===== config.mk =====
export PLATFORM = sky130hd
export DESIGN_NAME = scbfe_front_end
export DESIGN_NICKNAME = d
export VERILOG_FILES = /design/src/design/scbfe_pkg.sv /design/src/design/scbfe_front_end.sv /design/src/design/scbfe_sync.sv
export SDC_FILE = /design/constraint.sdc
export NUM_CORES = 1
export LEC_CHECK = 0
export ABC_AREA = 1
export ABC_CLOCK_PERIOD_IN_PS = 4300
export BUFFER_PORTS_ARGS = -buffer_cell sky130_fd_sc_hd__buf_2
export CAP_MARGIN = 10
export CORE_MARGIN = 4
export CORE_UTILIZATION = 45
export CTS_CLUSTER_SIZE = 8
export DETAILED_ROUTE_END_ITERATION = 8
export PLACE_DENSITY = 0.69
export SETUP_SLACK_MARGIN = 0.2
export SLEW_MARGIN = 25
export SYNTH_ARGS = -nofsm -noshare
export SYNTH_HDL_FRONTEND = slang
export SYNTH_HIERARCHICAL = 1
export SYNTH_SLANG_ARGS = --single-unit

===== constraint.sdc =====
create_clock -name CLK -period 4.3 [get_ports CLK]
set_input_delay 0.86 -clock CLK [delete_from_list [all_inputs] [get_ports CLK]]
set_output_delay 0.86 -clock CLK [all_outputs]
set_load 0.02 [all_outputs]

===== src/design/scbfe_pkg.sv =====
`default_nettype none
package scbfe_pkg;

  // ****************************************
  // Geometry
  // ****************************************
  localparam int NUM_BANKS = 8;
  localparam int BA_W      = 3;
  localparam int ADDR_W    = 13;
  localparam int COL_W     = 10;
  localparam int DQ_W      = 16;
  localparam int CL_W      = 4;
  localparam int LAT_W     = 5;
  localparam int AP_BIT    = 10;

  // ****************************************
  // Latency and burst encodings
  // ****************************************
  localparam logic [1:0] AL_ZERO   = 2'h0;
  localparam logic [1:0] AL_CL_M1  = 2'h1;
  localparam logic [1:0] AL_CL_M2  = 2'h2;
  localparam logic [1:0] LAST_BL4  = 2'h1;  // Last beat pair, 4 words
  localparam logic [1:0] LAST_BL8  = 2'h3;  // Last beat pair, 8 words

  // ****************************************
  // Reset values
  // ****************************************
  localparam logic [NUM_BANKS-1:0] RST_BANKS = 8'h00;
  localparam logic                 RST_CKE   = 1'b0;

  // ****************************************
  // Types
  // ****************************************
  typedef enum logic [2:0] {
    CMD_NOP, CMD_ACT, CMD_PRE, CMD_RD, CMD_WR, CMD_REF, CMD_OTHER
  } scbfe_cmd_t;

  typedef enum logic [2:0] {
    ST_IDLE, ST_RLAT, ST_WLAT, ST_READ, ST_WRITE
  } scbfe_phase_t;

  typedef struct packed {
    logic              cke;
    logic              cs_n;
    logic              ras_n;
    logic              cas_n;
    logic              we_n;
    logic [BA_W-1:0]   ba;
    logic [ADDR_W-1:0] addr;
    logic              dqs_t;
    logic              dqs_c;
    logic [DQ_W-1:0]   dq_rise;
    logic [DQ_W-1:0]   dq_fall;
  } scbfe_pins_t;

  typedef struct packed {
    logic                 cke_last;
    logic [NUM_BANKS-1:0] bank_act;
    scbfe_phase_t         phase;
    logic [LAT_W-1:0]     lat;
    logic [1:0]           beat;
    logic [BA_W-1:0]      bank;
    logic [COL_W-1:0]     col;
    logic                 ap;
    logic                 bl8;
    logic                 intl;
    logic                 pd;
    logic                 sr;
    logic                 dq_drv;
    logic [DQ_W-1:0]      dq_r;
    logic [DQ_W-1:0]      dq_f;
  } scbfe_state_t;

endpackage
`default_nettype wire


===== src/design/scbfe_front_end.sv =====
`timescale 1ns/1ps
`default_nettype none
module scbfe_front_end
  import scbfe_pkg::*;
(
  input  wire logic                 CLK,
  input  wire logic                 RESET,
  input  wire logic                 CE,
  input  wire logic                 CKE,
  input  wire logic                 CS_N,
  input  wire logic                 RAS_N,
  input  wire logic                 CAS_N,
  input  wire logic                 WE_N,
  input  wire logic [BA_W-1:0]      BA,
  input  wire logic [ADDR_W-1:0]    ADDR,
  input  wire logic                 DQS_T_IN,
  input  wire logic                 DQS_C_IN,
  input  wire logic [DQ_W-1:0]      DQ_RISE_IN,
  input  wire logic [DQ_W-1:0]      DQ_FALL_IN,
  input  wire logic                 BURST_LEN_8,
  input  wire logic                 BURST_INTERLEAVE,
  input  wire logic [CL_W-1:0]      CAS_LATENCY,
  input  wire logic [1:0]           ADD_LAT_SEL,
  input  wire logic [DQ_W-1:0]      ARR_RDATA_RISE,
  input  wire logic [DQ_W-1:0]      ARR_RDATA_FALL,
  output logic                      ARR_RD,
  output logic                      ARR_WR,
  output logic [BA_W-1:0]           ARR_BANK,
  output logic [COL_W-1:0]          ARR_COL_RISE,
  output logic [COL_W-1:0]          ARR_COL_FALL,
  output logic [DQ_W-1:0]           ARR_WDATA_RISE,
  output logic [DQ_W-1:0]           ARR_WDATA_FALL,
  output logic [DQ_W-1:0]           DQ_RISE_OUT,
  output logic [DQ_W-1:0]           DQ_FALL_OUT,
  output logic                      DQ_OE_N,
  output logic                      DQS_T_OUT,
  output logic                      DQS_C_OUT,
  output logic                      DQS_OE_N,
  output logic [NUM_BANKS-1:0]      BANK_ACTIVE,
  output logic                      POWER_DOWN,
  output logic                      SELF_REFRESH,
  output logic                      CLK_STOPPED
);

  // ****************************************
  // Helpers
  // ****************************************
  function automatic scbfe_cmd_t decode(input scbfe_pins_t s);
    if (s.cs_n) return CMD_NOP;
    case ({s.ras_n, s.cas_n, s.we_n})
      3'b011:  return CMD_ACT;
      3'b010:  return CMD_PRE;
      3'b101:  return CMD_RD;
      3'b100:  return CMD_WR;
      3'b001:  return CMD_REF;
      3'b111:  return CMD_NOP;
      default: return CMD_OTHER;
    endcase
  endfunction

  // Low three column bits of word idx within the burst
  function automatic logic [2:0] burst_low(input logic [2:0] s,
                                           input logic [2:0] idx,
                                           input logic       bl8,
                                           input logic       intl);
    logic [2:0] seq;
    seq = s + idx;
    if (intl) begin
      return bl8 ? (s ^ idx) : {s[2], s[1:0] ^ idx[1:0]};
    end
    return bl8 ? seq : {s[2], seq[1:0]};
  endfunction

  // ****************************************
  // Pin capture
  // ****************************************
  // Bus skew across the stages is tolerated: pins are held a full cycle
  scbfe_pins_t pin_raw;
  scbfe_pins_t p;
  assign pin_raw = {CKE, CS_N, RAS_N, CAS_N, WE_N, BA, ADDR,
                    DQS_T_IN, DQS_C_IN, DQ_RISE_IN, DQ_FALL_IN};

  scbfe_sync #(
    .W ($bits(scbfe_pins_t))
  ) u_pin_sync (
    .clk   (CLK),
    .reset (RESET),
    .ce    (CE),
    .d     (pin_raw),
    .q     (p)
  );

  // ****************************************
  // State
  // ****************************************
  scbfe_state_t     st_r;
  scbfe_state_t     st_nxt;
  scbfe_cmd_t       cmd;
  logic             run;
  logic             strobe_ok;
  logic             last;
  logic [LAT_W-1:0] cl;
  logic [LAT_W-1:0] al;
  logic [LAT_W-1:0] rl;

  assign cmd       = decode(p);
  assign run       = st_r.cke_last;
  assign strobe_ok = p.dqs_t & ~p.dqs_c;
  assign last      = st_r.beat == (st_r.bl8 ? LAST_BL8 : LAST_BL4);
  assign cl        = LAT_W'(CAS_LATENCY);

  // Additive latency choice; the unused code falls back to zero
  always_comb begin
    case (ADD_LAT_SEL)
      AL_CL_M1: al = cl - 5'h01;
      AL_CL_M2: al = cl - 5'h02;
      default:  al = 5'h00;
    endcase
    rl = cl + al;
  end

  // ****************************************
  // Next state
  // ****************************************
  // Everything but the enable history and the low-power flags waits while the clock is stopped
  always_comb begin
    st_nxt = st_r;
    if (run) begin
      case (cmd)
        CMD_ACT: st_nxt.bank_act[p.ba] = 1'b1;
        CMD_PRE: begin
          if (p.addr[AP_BIT]) begin
            st_nxt.bank_act = RST_BANKS;
          end else begin
            st_nxt.bank_act[p.ba] = 1'b0;
          end
        end
        CMD_RD, CMD_WR: begin
          if (st_r.phase == ST_IDLE && st_r.bank_act[p.ba]) begin
            st_nxt.phase = (cmd == CMD_RD) ? ST_RLAT : ST_WLAT;
            st_nxt.lat   = (cmd == CMD_RD) ? rl : rl - 5'h01;
            st_nxt.bank  = p.ba;
            st_nxt.col   = p.addr[COL_W-1:0];
            st_nxt.ap    = p.addr[AP_BIT];
            st_nxt.bl8   = BURST_LEN_8;
            st_nxt.intl  = BURST_INTERLEAVE;
            st_nxt.beat  = 2'h0;
          end
        end
        default: ;
      endcase
      case (st_r.phase)
        ST_RLAT, ST_WLAT: begin
          if (st_r.lat <= 5'h01) begin
            st_nxt.phase = (st_r.phase == ST_RLAT) ? ST_READ : ST_WRITE;
          end else begin
            st_nxt.lat = st_r.lat - 5'h01;
          end
        end
        ST_READ, ST_WRITE: begin
          // Writes advance only on a strobe from the controller
          if (st_r.phase == ST_READ || strobe_ok) begin
            if (last) begin
              st_nxt.phase = ST_IDLE;
              if (st_r.ap) st_nxt.bank_act[st_r.bank] = 1'b0;
            end else begin
              st_nxt.beat = st_r.beat + 2'h1;
            end
          end
        end
        default: ;
      endcase
      st_nxt.dq_drv = st_r.phase == ST_READ;
      st_nxt.dq_r   = ARR_RDATA_RISE;
      st_nxt.dq_f   = ARR_RDATA_FALL;
      // Idle banks turn a falling enable into a low-power entry
      if (!p.cke && st_r.bank_act == RST_BANKS
          && st_r.phase == ST_IDLE) begin
        st_nxt.pd = cmd != CMD_REF;
        st_nxt.sr = cmd == CMD_REF;
      end
    end else if (p.cke) begin
      st_nxt.pd = 1'b0;
      st_nxt.sr = 1'b0;
    end
    st_nxt.cke_last = p.cke;
  end

  always_ff @(posedge CLK or posedge RESET) begin
    if (RESET) begin
      st_r          <= '0;
      st_r.cke_last <= RST_CKE;
      st_r.bank_act <= RST_BANKS;
      st_r.phase    <= ST_IDLE;
    end else if (CE) begin
      st_r <= st_nxt;
    end
  end

  // ****************************************
  // Outputs
  // ****************************************
  // Column pair is a decode of held burst state, so it freezes with it
  assign ARR_BANK       = st_r.bank;
  assign ARR_COL_RISE   = {st_r.col[COL_W-1:3],
                           burst_low(st_r.col[2:0], {st_r.beat, 1'b0},
                                     st_r.bl8, st_r.intl)};
  assign ARR_COL_FALL   = {st_r.col[COL_W-1:3],
                           burst_low(st_r.col[2:0], {st_r.beat, 1'b1},
                                     st_r.bl8, st_r.intl)};
  assign ARR_RD         = run && st_r.phase == ST_READ;
  assign ARR_WR         = run && st_r.phase == ST_WRITE && strobe_ok;
  assign ARR_WDATA_RISE = p.dq_rise;
  assign ARR_WDATA_FALL = p.dq_fall;
  assign DQ_RISE_OUT    = st_r.dq_r;
  assign DQ_FALL_OUT    = st_r.dq_f;
  assign DQ_OE_N        = ~st_r.dq_drv;
  assign DQS_T_OUT      = st_r.dq_drv;
  assign DQS_C_OUT      = 1'b0;
  assign DQS_OE_N       = ~st_r.dq_drv;
  assign BANK_ACTIVE    = st_r.bank_act;
  assign POWER_DOWN     = st_r.pd;
  assign SELF_REFRESH   = st_r.sr;
  assign CLK_STOPPED    = ~st_r.cke_last;
endmodule // scbfe_front_end
`default_nettype wire


===== src/design/scbfe_sync.sv =====
`timescale 1ns/1ps
`default_nettype none
module scbfe_sync #(
  parameter int W = 1
) (
  input  wire logic         clk,
  input  wire logic         reset,
  input  wire logic         ce,
  input  wire logic [W-1:0] d,
  output logic      [W-1:0] q
);

  typedef struct packed {
    logic [W-1:0] meta;
    logic [W-1:0] stable;
  } scbfe_sync_st_t;

  scbfe_sync_st_t st_r;
  scbfe_sync_st_t st_nxt;

  // ****************************************
  // Two-stage capture on the rising edge
  // ****************************************
  // Only the second stage is visible; the first may be metastable
  always_comb begin
    st_nxt        = st_r;
    st_nxt.meta   = d;
    st_nxt.stable = st_r.meta;
  end

  always_ff @(posedge clk or posedge reset) begin
    if (reset) begin
      st_r <= '0;
    end else if (ce) begin
      st_r <= st_nxt;
    end
  end

  assign q = st_r.stable;

endmodule // scbfe_sync
`default_nettype wire


==> results of run 1 <==
[through the flow]
stage / area, sq um / utilization / setup slack [ps]
final: 9790 / 0.522 / 1260
after global placement: 9200 / 0.490 / 873
after CTS: 9790 / 0.522 / 1270
after detailed placement: 9200 / 0.490 / 790
after floorplan: 8630 / - / 651
after global routing: 9790 / 0.522 / 1020
[tightest hold or removal path: stages, from the launching register on]
cell     delay, ps
dfrtp_1        340
nand2_1         50
nand2_1         50
[where the power goes]
group          total, mW  internal [mW]  switching, mW
clock network       1.56          0.828          0.732
logic               1.25          0.435          0.818
registers           2.10           1.91          0.193
total               4.92           3.17           1.74
[sequential cells by signal, indices dropped and copies added, names as in the netlist]
name	cells
st_r	16
u_pin_sync/st_nxt	53
run	1
SELF_REFRESH	1
DQ_FALL_OUT	16
DQ_RISE_OUT	16
BANK_ACTIVE	8
POWER_DOWN	1
ARR_BANK	3
u_pin_sync/q	53
ARR_COL_FALL	7
DQS_T_OUT	1
[metal layers]
layer  vias up  track usage
met5         -            0
met4         6       0.0569
met3        26       0.0462
met2       196        0.288
met1      3083        0.241
li1       3461            -
[final cells by class]
cell class	count	area (sq um)
Timing Repair Buffer	205	1050
Clock inverter	14	166
Multi-Input combinational cell	726	3220
Sequential cell	176	4400
Clock buffer	17	425
Inverter	61	240
Fill cell	1849	8970
Tap cell	234	293
[worst paths after layout]
path                                  start         endpoint  slack, ps
max                          CAS_LATENCY[1]         st_r[57]       1260
min                         u_pin_sync/q[3]  u_pin_sync/q[3]        470
max reg2reg                u_pin_sync/q[49]         st_r[37]       2080
min reg2reg                 u_pin_sync/q[3]  u_pin_sync/q[3]        470
max in group asynchronous             RESET   BANK_ACTIVE[1]       2730
min in group asynchronous             RESET   DQ_RISE_OUT[9]        560
==> reports/results.tsv, run 1 <==
stage	metric	value	unit
status	run status	completed	
yosys	Post-Syn Area	0.00863	sq mm
drt	met1 WL	8.73	mm
die	die area	0.0215	sq mm
clocking	CTS tree	yes	
drt	drt total wl	18.9	mm
layout	commonest non-fill, non-tap cells in the layout	nand2_1, buf_2, dfrtp_1, inv_1, o21ai_0	
critical_path	CP top delay family	adder cells	
placement	Port Buffers	198	
drt	drt initial violations	398	
critical_path	Crit. path cell count	17	
drt	detailed-route DRC error count	0	
clocking	Clock Root Buffer	clkbuf_16	
die	Die Height	146	um
critical_path	CP peak stage delay	580	ps
layout	Antenna Cells	0	
critical_path	Crit. End Element	flip-flop	
layout	Layout area overhead	13.5	%
yosys	Mapped Avg Cell Area	8.10	sq um
layout	most common cell after layout, fill and taps aside	nand2_1	
global_route	first-pass GRT wire length	31.9	mm
min_path	worst hold path depth	2	
pwr	Tot Pwr	4.92	mW
yosys	gate count of the mapped netlist	1065	
die	Die Wd	146	um
clocking	htree depth	4	
critical_path	crit path cell chain	buf_2, inv_1, ha_1, or2_2, a21oi_1, inv_1, fa_1, ha_1, nand2_1, nor2_1, inv_1, nor2_1, nand2_1, nand3_1, nand2_1, nand2_1, nand2_1	
flow_run	max cap viols	0	
sta	setup TNS	0	ps
layout	share of cells above drive strength 1	0.224	
placement	DP HPWL	13.0	mm
sta	RSZ-0062 raised after global routing	no	
yosys	syn_nets	1177	
drt	routed len/inst	13.2	um
drt	met3 WL	1.16	mm
global_route	GRT overflow	0	
critical_path	R2R depth	10	
drt	metal2 WL	8.74	mm
clocking	Clk Latency, worst-skew pair	430	ps
sta	worst slew pin tran	839	ps
clocking	CTS max path bufs	2	
drt	DR top layer	met5	
clocking	CTS Buf Count	17	
sta	Slew HR	0.440	
die	Core Area	0.0188	sq mm
layout	final cell count without fillers	1433	
die	# IOs	202	
sta	Clock Skews	9.73	ps
clocking	Post-CTS Hold Fix Bufs	0	
global_route	largest net degree at the start of global routing	84	
critical_path	startpoint types	primary input	
placement	placed cells	1402	
sta	shortest period the worst path allows	3040	ps
critical_path	Critical Path Most Common Cell	nand2_1	
clocking	setup repair bufs after CTS	0	
drt	TritonRoute pass-1 iters	7	
die	Initial Util	0.460	
sta	Hold Vio Cnt, Final	0	
global_route	number of global-route vias before repair	6630	
clocking	Clock Pin Slew Worst Setup and Hold Paths	70	ps
drt	via/cell ratio	4.73	
pwr	Leakage Power	5.61	nW
sta	hold slack	470	ps
min_path	Hold WC Path Type	reg -> reg	
pwr	power per cell area	502	mW/mm^2
sta	Fmax	0.329	GHz
global_route	gr usage total	0.180	
die	FP Rows	50	
critical_path	worst path bufs/invs	4	
sta	Max Slew Vio Count	0	
global_route	initial antenna violation count	3	
critical_path	Crit Path Class	in -> reg	
yosys	synth warn	6	
placement	GPL Wtd Cong	0.814	
critical_path	arrival time at the worst endpoint	3360	ps
clocking	Clock Sinks	176	
clocking	cts repair resizes	0	
pwr	VDD IR max	0.000304	V
drt	routed vias	6772	
critical_path	CP max FO	5	
critical_path	slowest stage cell on the critical path	fa_1	
sta	Period Utilization, post-route	0.706	
drt	antenna viol nets, final	0	
critical_path	Critical Path RT	4620	ps
layout	final layout net count	1299	
sta	final setup violation count	0	
(Power assumes the default switching activity.)
==> run 2: changes to the inputs <==
--- a/config.mk
+++ b/config.mk
@@ -6,7 +6,7 @@
 export NUM_CORES = 1
 export LEC_CHECK = 0
 export ABC_AREA = 1
-export ABC_CLOCK_PERIOD_IN_PS = 4300
+export ABC_CLOCK_PERIOD_IN_PS = 2800
 export BUFFER_PORTS_ARGS = -buffer_cell sky130_fd_sc_hd__buf_2
 export CAP_MARGIN = 10
 export CORE_MARGIN = 4
==> constraint.sdc (replaced) <==
create_clock -name CLK -period 2.8 [get_ports CLK]
set_input_delay 0.56 -clock CLK [delete_from_list [all_inputs] [get_ports CLK]]
set_output_delay 0.56 -clock CLK [all_outputs]
set_load 0.02 [all_outputs]
==> run 2 against run 1 <==
Register-to-register slack lost 1500 ps. First-iteration DRC count shrank 20%. Final cell count grew 1.0%. Sequential power grew 54%. Sequential share of layout area shrank 0.82 points. Critical endpoint unchanged.
==> reports/results.tsv, run 2 (synthesis results as in run 1) <==
stage	metric	value	unit	change
status	run status	completed		
drt	routed len/inst	13.1	um	-0.88%
sta	Slew HR	0.557		+0.117
clocking	CTS tree	yes		
sta	worst slew pin tran	664	ps	-175 ps
drt	via/cell ratio	4.75		+0.44%
placement	GPL Wtd Cong	0.825		+1.4%
pwr	register share of total power	0.429		about the same
die	Die Height	146	um	unchanged
pwr	Gate power share	0.262		+0.007
sta	Hold Vio Cnt, Final	0		unchanged
drt	drt total wl	19.0	mm	+0.16%
die	die area	0.0215	sq mm	unchanged
clocking	Clock Root Buffer	clkbuf_16		
critical_path	CP Capture Point	st_r[57]		
critical_path	Crit Path Class	in -> reg		
placement	placed cells	1414		+0.86%
pwr	VDD IR max	0.000428	V	+41%
critical_path	FF-to-FF setup slack	610	ps	-1470 ps
sta	Fmax	0.401	GHz	
clocking	CTS max path bufs	2		unchanged
layout	commonest non-fill, non-tap cells in the layout	nand2_1, buf_2, dfrtp_1, inv_1, o21ai_0		
critical_path	Crit. End Element	flip-flop		
drt	drt initial violations	319		-20%
drt	TritonRoute pass-1 iters	5		-2
critical_path	RR Startpoint	u_pin_sync/q[48]		
critical_path	Crit. Startpoint	CAS_LATENCY[1]		
global_route	first-pass GRT wire length	32.2	mm	+0.88%
sta	RSZ-0062 raised after global routing	yes		
sta	Period Utilization, post-route	0.890		
layout	fillers	1809		-2.2%
clocking	Clock Pin Slew Worst Setup and Hold Paths	70	ps	about the same
clocking	htree depth	4		unchanged
die	Initial Util	0.460		unchanged
layout	final cell count without fillers	1448		+1.0%
sta	shortest period the worst path allows	2490	ps	
clocking	Clk Latency, worst-skew pair	430	ps	about the same
flow_run	max cap viols	0		unchanged
critical_path	reg2reg end	st_r[37]		
sta	Max Slew Vio Count	0		unchanged
pwr	power per cell area	754	mW/mm^2	+50%
pwr	Leakage Power	5.69	nW	+1.4%
clocking	Clock Sinks	176		unchanged
pwr	Switch Pwr	2.69	mW	+54%
die	FP Rows	50		unchanged
critical_path	R2R depth	9		-1
critical_path	arrival time at the worst endpoint	2810	ps	-550 ps
pwr	P_int	4.83	mW	+52%
sta	final setup violation count	0		unchanged
die	Die Wd	146	um	unchanged
layout	final layout net count	1313		+1.1%
pwr	Switching Share	0.358		+0.00330
min_path	Hold WC Path Type	in -> async		
sta	Clock Skews	11.4	ps	+1.66 ps
global_route	number of global-route vias before repair	6769		+2.1%
placement	Port Buffers	198		unchanged
placement	DP HPWL	13.3	mm	+2.2%
layout	Antenna Cells	0		unchanged
global_route	GRT overflow	0		unchanged
critical_path	CP max FO	2		-3
critical_path	Critical Path RT	3120	ps	-1500 ps
global_route	initial antenna violation count	1		-2
drt	detailed-route DRC error count	0		unchanged
drt	routed vias	6873		+1.5%
sta	setup ws final	307	ps	-958 ps
layout	most common cell after layout, fill and taps aside	nand2_1		
critical_path	startpoint types	primary input		
layout	final core occ	0.532		+0.00973
layout	Layout area overhead	15.6	%	
drt	antenna viol nets, final	0		unchanged
global_route	largest net degree at the start of global routing	69		-18%
die	# IOs	202		unchanged
clocking	CTS Buf Count	17		unchanged
placement	pre-CTS setup slack	-180	ps	-970 ps
die	Core Area	0.0188	sq mm	unchanged
pwr	Clk pwr share	0.308		-0.009
global_route	gr usage total	0.181		+0.00129
layout	share of cells above drive strength 1	0.241		+0.0162
pwr	Tot Pwr	7.52	mW	+53%
==> run 2: how the worst min path moves through the flow <==
stage / start / endpoint / slack, ps
after global placement: u_pin_sync/q[5] / u_pin_sync/q[5] / 450
after global routing: RESET / st_r[39] / 260
after CTS: RESET / DQ_RISE_OUT[10] / 220
after floorplan: u_pin_sync/st_nxt[51] / u_pin_sync/st_nxt[51] / 440
after detailed placement: u_pin_sync/q[24] / u_pin_sync/q[24] / 450
final: RESET / st_r[39] / 210
==> run 2: power groups by stage <==
stage | Combinational [mW] | Sequential (mW) | Clock (mW)
after floorplan | 1.57 | 3.27 | 0
after global placement | 1.94 | 3.26 | 0
after detailed placement | 1.98 | 3.27 | 0
after CTS | 1.99 | 3.22 | 2.39
after global routing | 2.24 | 3.29 | 2.51
final | 1.97 | 3.23 | 2.32
==> run 2: final cells by class <==
type | instances | area [sq um] | area share
inverters | 61 | 245 | 0.0246
well taps | 234 | 293 | 0.0293
repair buffers | 219 | 1190 | 0.119
clock buffers | 17 | 425 | 0.0426
flip-flops and latches | 176 | 4400 | 0.441
clock inverters | 15 | 163 | 0.0163
multi-input cells | 726 | 3260 | 0.327
==> run 2: through the flow <==
stage | instance area [sq um] | setup TNS [ps] | hold WS [ps]
2_1_floorplan | 8640 | 0 | 442
3_3_place_gp | 9340 | -86.6 | 451
3_5_place_dp | 9340 | -260 | 453
4_1_cts | 9930 | 0 | 215
5_1_grt | 9980 | 0 | 258
6_report | 9980 | 0 | 208
==> run 2: worst max-delay path: stages <==
cell	delay (ps)
buf_2	110
clkinvlp_4	110
ha_4	240
or2_4	230
a21oi_4	140
inv_2	50
fa_1	570
ha_2	180
nand2_2	70
nor2_2	130
inv_1	60
nor2_1	90
nand2_1	60
nand3_1	60
nand2_1	50
nand2_1	60
nand2_1	50
==> run 2: routing by layer <==
layer / track usage / wire, um / up-vias
met4: 0.0649 / 432 / 2
li1: - / - / 3498
met5: 0 / 13 / -
met3: 0.0413 / 1090 / 33
met2: 0.293 / 8730 / 201
met1: 0.241 / 8710 / 3139
==> run 2: timing repair <==
| item | in CTS | in global routing |
|---|---|---|
| hold endpoints to repair | 0 | 0 |
| resized for setup | 0 | 6 |
| setup buffers | 0 | 2 |
| hold buffers | 0 | 0 |
| setup endpoints to repair | 0 | 2 |
